`config.mk`:
```
export PLATFORM = sky130hd
export DESIGN_NAME = vlm_regs
export DESIGN_NICKNAME = d
export VERILOG_FILES = /design/src/rtl/vlm_pkg.sv /design/src/rtl/vlm_regs.sv
export SDC_FILE = /design/constraint.sdc
export NUM_CORES = 1
export LEC_CHECK = 0
export ABC_AREA = 1
export BUFFER_PORTS_ARGS = -buffer_cell sky130_fd_sc_hd__buf_2
export CAP_MARGIN = 25
export CORE_MARGIN = 2
export CORE_UTILIZATION = 50
export DETAILED_ROUTE_END_ITERATION = 12
export GPL_TIMING_DRIVEN = 1
export PLACE_DENSITY = 0.77
export SKIP_CTS_REPAIR_TIMING = 1
export SLEW_MARGIN = 20
export SYNTH_ARGS = -nofsm -noshare
export SYNTH_HDL_FRONTEND = slang
export SYNTH_SLANG_ARGS = --single-unit
```
`constraint.sdc`:
```
create_clock -name CLK -period 2.13 [get_ports CLK]
set_input_delay 0 -clock CLK [delete_from_list [all_inputs] [get_ports CLK]]
set_output_delay 0 -clock CLK [all_outputs]
set_load 0.1 [all_outputs]
```
`src/rtl/vlm_pkg.sv`:
```
// Constants for the output-voltage ceiling and margin-high register bank.
// Assumes command codes arrive already framed by the bus transport.
package vlm_pkg;
    localparam int VLM_DATA_W = 16;
    localparam int VLM_CODE_W = 8;
    localparam logic [VLM_CODE_W-1:0] VLM_CMD_CEILING = 8'h24;
    localparam logic [VLM_CODE_W-1:0] VLM_CMD_MARGIN_HIGH = 8'h25;
    localparam logic [VLM_DATA_W-1:0] VLM_CEILING_RST = 16'h08FC;
    localparam logic [VLM_DATA_W-1:0] VLM_MARGIN_HIGH_RST = 16'h0640;
    localparam logic [VLM_DATA_W-1:0] VLM_CEILING_SPAN_MAX = 16'h0CE4;
    localparam int VLM_DATA_BYTES = 2;
    typedef enum logic [1:0] {
        VLM_SEL_NONE = 2'h0,
        VLM_SEL_CEILING = 2'h1,
        VLM_SEL_MARGIN_HIGH = 2'h3
    } vlm_sel_t;
endpackage

```
`src/rtl/vlm_regs.sv`:
```
// Paged output-voltage ceiling and margin-high setpoint registers.
// Assumes the transport delivers whole two-byte words with a page index,
// and that all inputs come from logic on CLK.
// One access is taken per clock and answered one clock later.
// Notes on behaviour
// - Effective target of each page never exceeds the ceiling that page held one clock earlier.
// - Margin-high selection makes the page setpoint the requested target.
// - Both registers are paged, one copy per output, two-byte words.
// - Both are read/write 16-bit unsigned millivolt values, one count each.
// - Ceiling of every page resets to 08FCh, 2300 millivolts.
// - Ceiling is meant to be programmed between 0 and 3300 millivolts.
// - Margin-high setpoint of every page resets to 0640h, 1600 millivolts.
// - Setpoint is meant to lie between page minimum and page ceiling.
`timescale 1ns/100ps
`default_nettype none
module vlm_regs
    import vlm_pkg::*;
#(
    parameter int PAGES = 2,
    parameter int PAGE_W = 1
) (
    // Clock and reset
    input wire logic CLK,
    input wire logic NRST,
    // Command access
    input wire logic [PAGE_W-1:0] PAGE,
    input wire logic [VLM_CODE_W-1:0] CMD_CODE,
    input wire logic WR_EN,
    input wire logic [VLM_DATA_W-1:0] WR_DATA,
    input wire logic RD_EN,
    output logic [VLM_DATA_W-1:0] RD_DATA,
    output logic RD_VALID,
    output logic CMD_REJECT,
    output logic RANGE_WARN,
    // Regulation target path, one slice per page
    input wire logic [PAGES*VLM_DATA_W-1:0] NOMINAL_TARGET,
    input wire logic [PAGES-1:0] MARGIN_HIGH_SEL,
    output logic [PAGES*VLM_DATA_W-1:0] TARGET,
    output logic [PAGES-1:0] CLAMPED,
    output logic [PAGES*VLM_DATA_W-1:0] CEILING
);

    function automatic vlm_sel_t decode(input logic [VLM_CODE_W-1:0] code);
        if (code == VLM_CMD_CEILING) begin
            decode = VLM_SEL_CEILING;
        end else if (code == VLM_CMD_MARGIN_HIGH) begin
            decode = VLM_SEL_MARGIN_HIGH;
        end else begin
            decode = VLM_SEL_NONE;
        end
    endfunction

    // Unsigned compare shared by the clamp and the range warnings
    function automatic logic exceeds(
        input logic [VLM_DATA_W-1:0] value,
        input logic [VLM_DATA_W-1:0] limit
    );
        exceeds = (value > limit);
    endfunction

    // Word of the addressed register for a read
    function automatic logic [VLM_DATA_W-1:0] pick_word(
        input vlm_sel_t which,
        input logic [VLM_DATA_W-1:0] ceil_word,
        input logic [VLM_DATA_W-1:0] margin_word
    );
        if (which == VLM_SEL_CEILING) begin
            pick_word = ceil_word;
        end else begin
            pick_word = margin_word;
        end
    endfunction

    logic [VLM_DATA_W-1:0] ceiling_r [PAGES];
    logic [VLM_DATA_W-1:0] ceiling_nxt [PAGES];
    logic [VLM_DATA_W-1:0] margin_r [PAGES];
    logic [VLM_DATA_W-1:0] margin_nxt [PAGES];
    logic [VLM_DATA_W-1:0] rd_data_r;
    logic [VLM_DATA_W-1:0] rd_data_nxt;
    logic rd_valid_r;
    logic rd_valid_nxt;
    logic reject_r;
    logic reject_nxt;
    logic warn_r;
    logic warn_nxt;
    logic [VLM_DATA_W-1:0] target_r [PAGES];
    logic [VLM_DATA_W-1:0] target_nxt [PAGES];
    logic [PAGES-1:0] clamped_r;
    logic [PAGES-1:0] clamped_nxt;
    vlm_sel_t sel;
    logic page_ok;
    logic take_ok;
    logic wr_take;
    logic rd_take;

    assign sel = decode(CMD_CODE);
    assign page_ok = (int'(PAGE) < PAGES);
    // Unknown code or page refuses the access outright
    assign take_ok = (sel != VLM_SEL_NONE) && page_ok;
    // A write wins when both strobes are high
    assign wr_take = WR_EN && take_ok;
    assign rd_take = RD_EN && !WR_EN && take_ok;

    // Register file: one copy of each word per page
    always_comb begin
        for (int p = 0; p < PAGES; p++) begin
            ceiling_nxt[p] = ceiling_r[p];
            margin_nxt[p] = margin_r[p];
            if (wr_take && int'(PAGE) == p) begin
                if (sel == VLM_SEL_CEILING) begin
                    ceiling_nxt[p] = WR_DATA;
                end else begin
                    margin_nxt[p] = WR_DATA;
                end
            end
        end
    end

    always_ff @(posedge CLK or negedge NRST) begin
        if (!NRST) begin
            for (int p = 0; p < PAGES; p++) begin
                ceiling_r[p] <= VLM_CEILING_RST;
                margin_r[p] <= VLM_MARGIN_HIGH_RST;
            end
        end else begin
            for (int p = 0; p < PAGES; p++) begin
                ceiling_r[p] <= ceiling_nxt[p];
                margin_r[p] <= margin_nxt[p];
            end
        end
    end

    // Access answers one clock after the strobe; valid, reject and warning are pulses
    always_comb begin
        // RD_DATA keeps the last word read
        rd_data_nxt = rd_data_r;
        rd_valid_nxt = rd_take;
        reject_nxt = (WR_EN || RD_EN) && !take_ok;
        warn_nxt = 1'b0;
        if (wr_take) begin
            // Out-of-span words are kept; the pulse only warns
            if (sel == VLM_SEL_CEILING) begin
                warn_nxt = exceeds(WR_DATA, VLM_CEILING_SPAN_MAX);
            end else begin
                warn_nxt = exceeds(WR_DATA, ceiling_r[PAGE]);
            end
        end
        if (rd_take) begin
            rd_data_nxt = pick_word(sel, ceiling_r[PAGE], margin_r[PAGE]);
        end
    end

    always_ff @(posedge CLK or negedge NRST) begin
        if (!NRST) begin
            rd_data_r <= '0;
            rd_valid_r <= 1'b0;
            reject_r <= 1'b0;
            warn_r <= 1'b0;
        end else begin
            rd_data_r <= rd_data_nxt;
            rd_valid_r <= rd_valid_nxt;
            reject_r <= reject_nxt;
            warn_r <= warn_nxt;
        end
    end

    // Target selection and clamp per page
    always_comb begin
        logic [VLM_DATA_W-1:0] req;
        req = '0;
        for (int p = 0; p < PAGES; p++) begin
            req = NOMINAL_TARGET[p*VLM_DATA_W +: VLM_DATA_W];
            if (MARGIN_HIGH_SEL[p]) begin
                req = margin_r[p];
            end
            clamped_nxt[p] = exceeds(req, ceiling_r[p]);
            if (clamped_nxt[p]) begin
                target_nxt[p] = ceiling_r[p];
            end else begin
                target_nxt[p] = req;
            end
        end
    end

    always_ff @(posedge CLK or negedge NRST) begin
        if (!NRST) begin
            for (int p = 0; p < PAGES; p++) begin
                target_r[p] <= '0;
            end
            clamped_r <= '0;
        end else begin
            for (int p = 0; p < PAGES; p++) begin
                target_r[p] <= target_nxt[p];
            end
            clamped_r <= clamped_nxt;
        end
    end

    // Ceiling words stay visible to the regulation loop
    genvar g;
    generate
        for (g = 0; g < PAGES; g++) begin : g_page
            assign TARGET[g*VLM_DATA_W +: VLM_DATA_W] = target_r[g];
            assign CEILING[g*VLM_DATA_W +: VLM_DATA_W] = ceiling_r[g];
        end
    endgenerate

    assign CLAMPED = clamped_r;
    assign RD_DATA = rd_data_r;
    assign RD_VALID = rd_valid_r;
    assign CMD_REJECT = reject_r;
    assign RANGE_WARN = warn_r;

endmodule
`default_nettype wire

```
======== Word-level counts from Yosys, hierarchy flattened ========
Index checks and enable logic that the tools add are counted.
cells by class
  order comparisons ....................... 5
  equal/unequal tests ..................... 3
  muxes and demuxes ....................... 15
  bitwise logic cells ..................... 3
  reductions and logical operators ........ 14
operators by type and width
  operator                                                         count
  two-way mux 16 bit                                               11
  greater-than comparator 16 bit                                   3
  equality test 8 x 6 -> 1 bit, second input constant              2
  greater-than comparator 16 x 12 -> 1 bit, second input constant  1
  AND reduction 2 bit                                              4
  logical AND 1 bit                                                6
  two-way mux 2 bit                                                2
  equality test 2 x 1 -> 1 bit, second input constant              1
  greater-or-equal comparator 2 bit, second input constant         1
  logical NOT 1 bit                                                2
  two-way mux 1 bit                                                2
  inverter 1 bit                                                   2
  inverter 1 -> 2 bit                                              1
  nonzero test 2 bit                                               1
  logical OR 1 bit                                                 1
word-level totals
  register bits after elaboration ......... 117
  output and inout bits ................... 85
  word-level logic and storage cells ...... 51

======== Longest topological paths before layout ========
  depth in word-level cells ............... 7
  mapped depth ............................ 16
  gate-level depth less buffers ........... 16

======== Worst setup path after synthesis ========
Ideal clock, no wire load.
  path type ............................... register to register
  from .................................... register ceiling_r (netlist bit CEILING[17])
  to ...................................... register target_r (netlist bit TARGET[24])
  arrival ................................. 2.368 ns
  required time ........................... 2.009 ns
  path slack .............................. -0.358 ns
  stages on the path, launching flop included .. 15
  period minus slack after synthesis ...... 2.488 ns
  cell sequence ........................... dfrtp_1 inv_1 ha_1 inv_1 o21bai_1 nand2_1 nand2_1 nand2_1 nand2_1 nand2_1 nand2_1 nand2_1 buf_2 nand2_1 nand2_1
RTL lines
  element                           RTL line         text
  start: declaration                vlm_regs.sv:74   logic [VLM_DATA_W-1:0] ceiling_r [PAGES];
  start signal: indexed assignment  vlm_regs.sv:127  ceiling_r[p] <= ceiling_nxt[p];
  end signal: indexed assignment    vlm_regs.sv:193  target_r[p] <= target_nxt[p];
  end: declaration                  vlm_regs.sv:86   logic [VLM_DATA_W-1:0] target_r [PAGES];

==> flow_metrics.py <==
metrics = {
    "outcome": {
        "status": "complete, but fails checks",
        "violations": "hold timing, setup timing",
    },
    "setup_path": {
        "max_stage_delay_ps": 410,
        "required_ps": 2480,
        "endpoint_kind": "flip-flop",
        "cp_num_buf_inv": 1,
        "cp_top_family": "simple AND/OR/NAND/NOR gates",
        "worstPathCellList": "mux2_2 > ha_1 > nand4_1 > nor2_2 > nand2_2 > nand2_4 > buf_12 > nand3_1 > nand2_1",
        "crit_fanout": 8,
        "crit_slowest_cell": "dfrtp_1",
        "crit_arrival_ps": 2520,
        "crit_type": "reg2reg",
        "startpoint_type": "flip-flop",
    },
    "power": {
        "p_sw_mw": 1.85,
        "pwr-share-seq_pct": 37.3,
        "p_leak_nw": 4.86,
        "power_frac_comb_pct": 19.3,
        "powerDensity_mw_per_mm2": 701,
        "ir_worst_vdd_mv": 0.485,
        "intPower_mw": 4.44,
        "pwr-share-clk_pct": 43.4,
        "switching_share_pct": 29.4,
    },
    "sta": {
        "setup_ws_ps": -36.1,
        "finalHoldWorstSlack_ps": -46.4,
        "slew_headroom_pct": 52.7,
        "fin_crit_sh_pct": 102,
        "setup_violations": 4,
        "hold_viol_final": 3,
        "max_clock_freq_ghz": 0.462,
        "fin_skew_ps": 8.54,
        "slew_viol_final": 0,
        "fin_crit_ps": 2170,
        "worst_pin_slew_ps": 709,
    },
    "grt": {
        "grt_max_degree": 54,
        "antenna_found_initial": 0,
        "grt_pass1_wl_mm": 30.7,
        "grt_pass1_vias": 6003,
        "grt_use_total_pct": 27.4,
        "gr-total-overflow": 0,
    },
    "synthesis": {
        "yosysMostFrequentCell": "nand2_1",
        "ys_types": 35,
        "synth_area_leaders": "dfrtp_1, nand2_1, ha_1",
        "syn-cell-area_mm2": 0.00672,
        "synthFlopType": "dfrtp_1",
        "avgSynthCellArea_um2": 7.90,
        "synth_nets": 961,
        "yosysSeqAreaShare_pct": 44.0,
        "synth_cells": 850,
        "ys_async_sr_fraction_pct": 100,
        "netlist_top_cells_count": "nand2_1, nand3_1, dfrtp_1",
        "synth-seq-cells": 117,
        "synth_warnings": 0,
        "synth_edf_count": 0,
        "synth_top_area_share_pct": 36.1,
        "synth_top_area_cell": "dfrtp_1",
    },
    "routing": {
        "wl_per_cell_um": 16.6,
        "num_vias": 6669,
        "drt_iter0_markers": 465,
        "wl_mm": 20.6,
        "drc_errors": 0,
        "drtAntennaViolNets": 0,
        "viasPerCell": 5.37,
        "drt-pass1-iter-count": 4,
    },
    "floorplan": {
        "start_util_pct": 50.9,
        "rows": 42,
        "dieArea_mm2": 0.0144,
        "die_y_um": 120,
        "ios": 148,
        "core_area_mm2": 0.0132,
        "die_w_um": 120,
    },
    "clocking": {
        "cts_buffers": 17,
        "cts_sinks": 117,
        "cts_root_buffer": "clkbuf_16",
        "path_clk_slew_ps": 50,
        "cts_tree": "done",
        "clk_latency_ps": 420,
        "cts_buffer_depth": 2,
        "cts.htree.levels": 4,
    },
    "final_layout": {
        "syn_to_final_growth_pct": 33.7,
        "final_nets": 1163,
        "finish.utilization_pct": 68.1,
        "stdcell_count": 1241,
        "drive_above_1_share_pct": 27.9,
        "antenna_cells": 0,
    },
    "placement": {
        "io_buffers": 147,
        "hpwl_mm": 14.1,
        "place_inst": 1155,
        "gp_congestion": 0.910,
    },
    "hold_path": {
        "hp-class": "in2reg",
    },
    "run": {
        "maxCapViolations": 0,
    },
}
-- logic make-up (layout without fill, tap and decap cells) --
kind of cell             Yosys count  after routing  share of synthesized area, %
AO/OA/AOI/OAI                     86             86                          6.76
adder cells (fa/ha/maj)           48             48                          8.94
buffers and inverters             96            309                          5.76
flip-flops                       117            117                          44.0
multiplexers                      30             30                          5.03
AND/OR/NAND/NOR                  473            475                          29.6
-- worst register-to-register path: cells and delay by family (launching register included) --
| kind | cells | cell delay [ps] |
|---|---|---|
| simple gates | 6 | 870 |
| flops | 1 | 410 |
| fa+ha+maj | 1 | 380 |
| mux | 1 | 290 |
| buf+inv | 1 | 140 |
-- final timing paths --
kind,startpoint,to,slack [ps],cells after the start
setup / recovery,margin_r[31],TARGET[13],-40,9
hold / removal,NOMINAL_TARGET[26],TARGET[26],-50,4
setup reg to reg,margin_r[31],TARGET[13],-40,9
hold reg to reg,RD_DATA[6],RD_DATA[6],470,2
max in group asynchronous,NRST,margin_r[10],1250,3
min in group asynchronous,NRST,TARGET[2],150,2
-- sequential cells by signal, indices dropped and copies added, names as in the netlist --
signal / count
CEILING: 32
CLAMPED: 2
CMD_REJECT: 1
RANGE_WARN: 1
RD_DATA: 16
RD_VALID: 1
TARGET: 32
margin_r: 32
-- placed cells by master (no fill, tap or decap), drive strengths merged --
cell type	count
o211ai	2
a21o	1
a21oi	39
bufinv	2
dlygate4sd3	47
inv	58
nor3	2
mux2	30
nor4	1
o21ai	39
nand4	6
dfstp	20
dfrtp	97
ha	48
clkbuf	28
o21bai	3
nor2	32
nand3	103
nand2	327
or2	2
and2	1
buf	170
nand3b	1
clkinv	4
o21a	2
-- through the flow --
stage / setup WS, ps / hold WS [ps] / cell area (µm²) / power (mW) / setup TNS (ps)
global placement: 32.2 / 81.1 / 7780 / 3.42 / 0
CTS: 38.5 / -359 / 8340 / 6.16 / 0
detailed placement: -11.8 / 89.8 / 7780 / 3.43 / -16.9
finish: -36.1 / -46.4 / 8980 / 6.29 / -52.5
global route: -75.2 / 1.33 / 8980 / 6.52 / -863
floorplan: -7.80 / -296 / 6850 / 3.13 / -69.1
-- cell type report --
class | count | area [µm²]
clock buffer | 27 | 483
fill | 1051 | 4210
multi-input combinational | 639 | 3490
inverter | 59 | 226
timing repair buffer | 218 | 1460
clock inverter | 5 | 75.1
sequential | 117 | 3030
tap | 176 | 220
-- power groups by stage --
stage                     clock (mW)  sequential, mW  combinational (mW)
after floorplan                    0            2.74               0.388
after CTS                       2.76            2.34                1.06
after global routing            2.87            2.35                1.30
after detailed placement           0            2.38                1.05
final                           2.73            2.35                1.22
after global placement             0            2.38                1.04
-- metal layers --
layer / track usage, % / vias up / wire [µm]
li1: - / 3190 / -
met1: 38.4 / 3151 / 9000
met2: 42.8 / 286 / 9830
met3: 4.71 / 42 / 1250
met4: 10.2 / 0 / 551
met5: 0 / - / 0
Note: power is estimated with default switching activity, not from simulation.
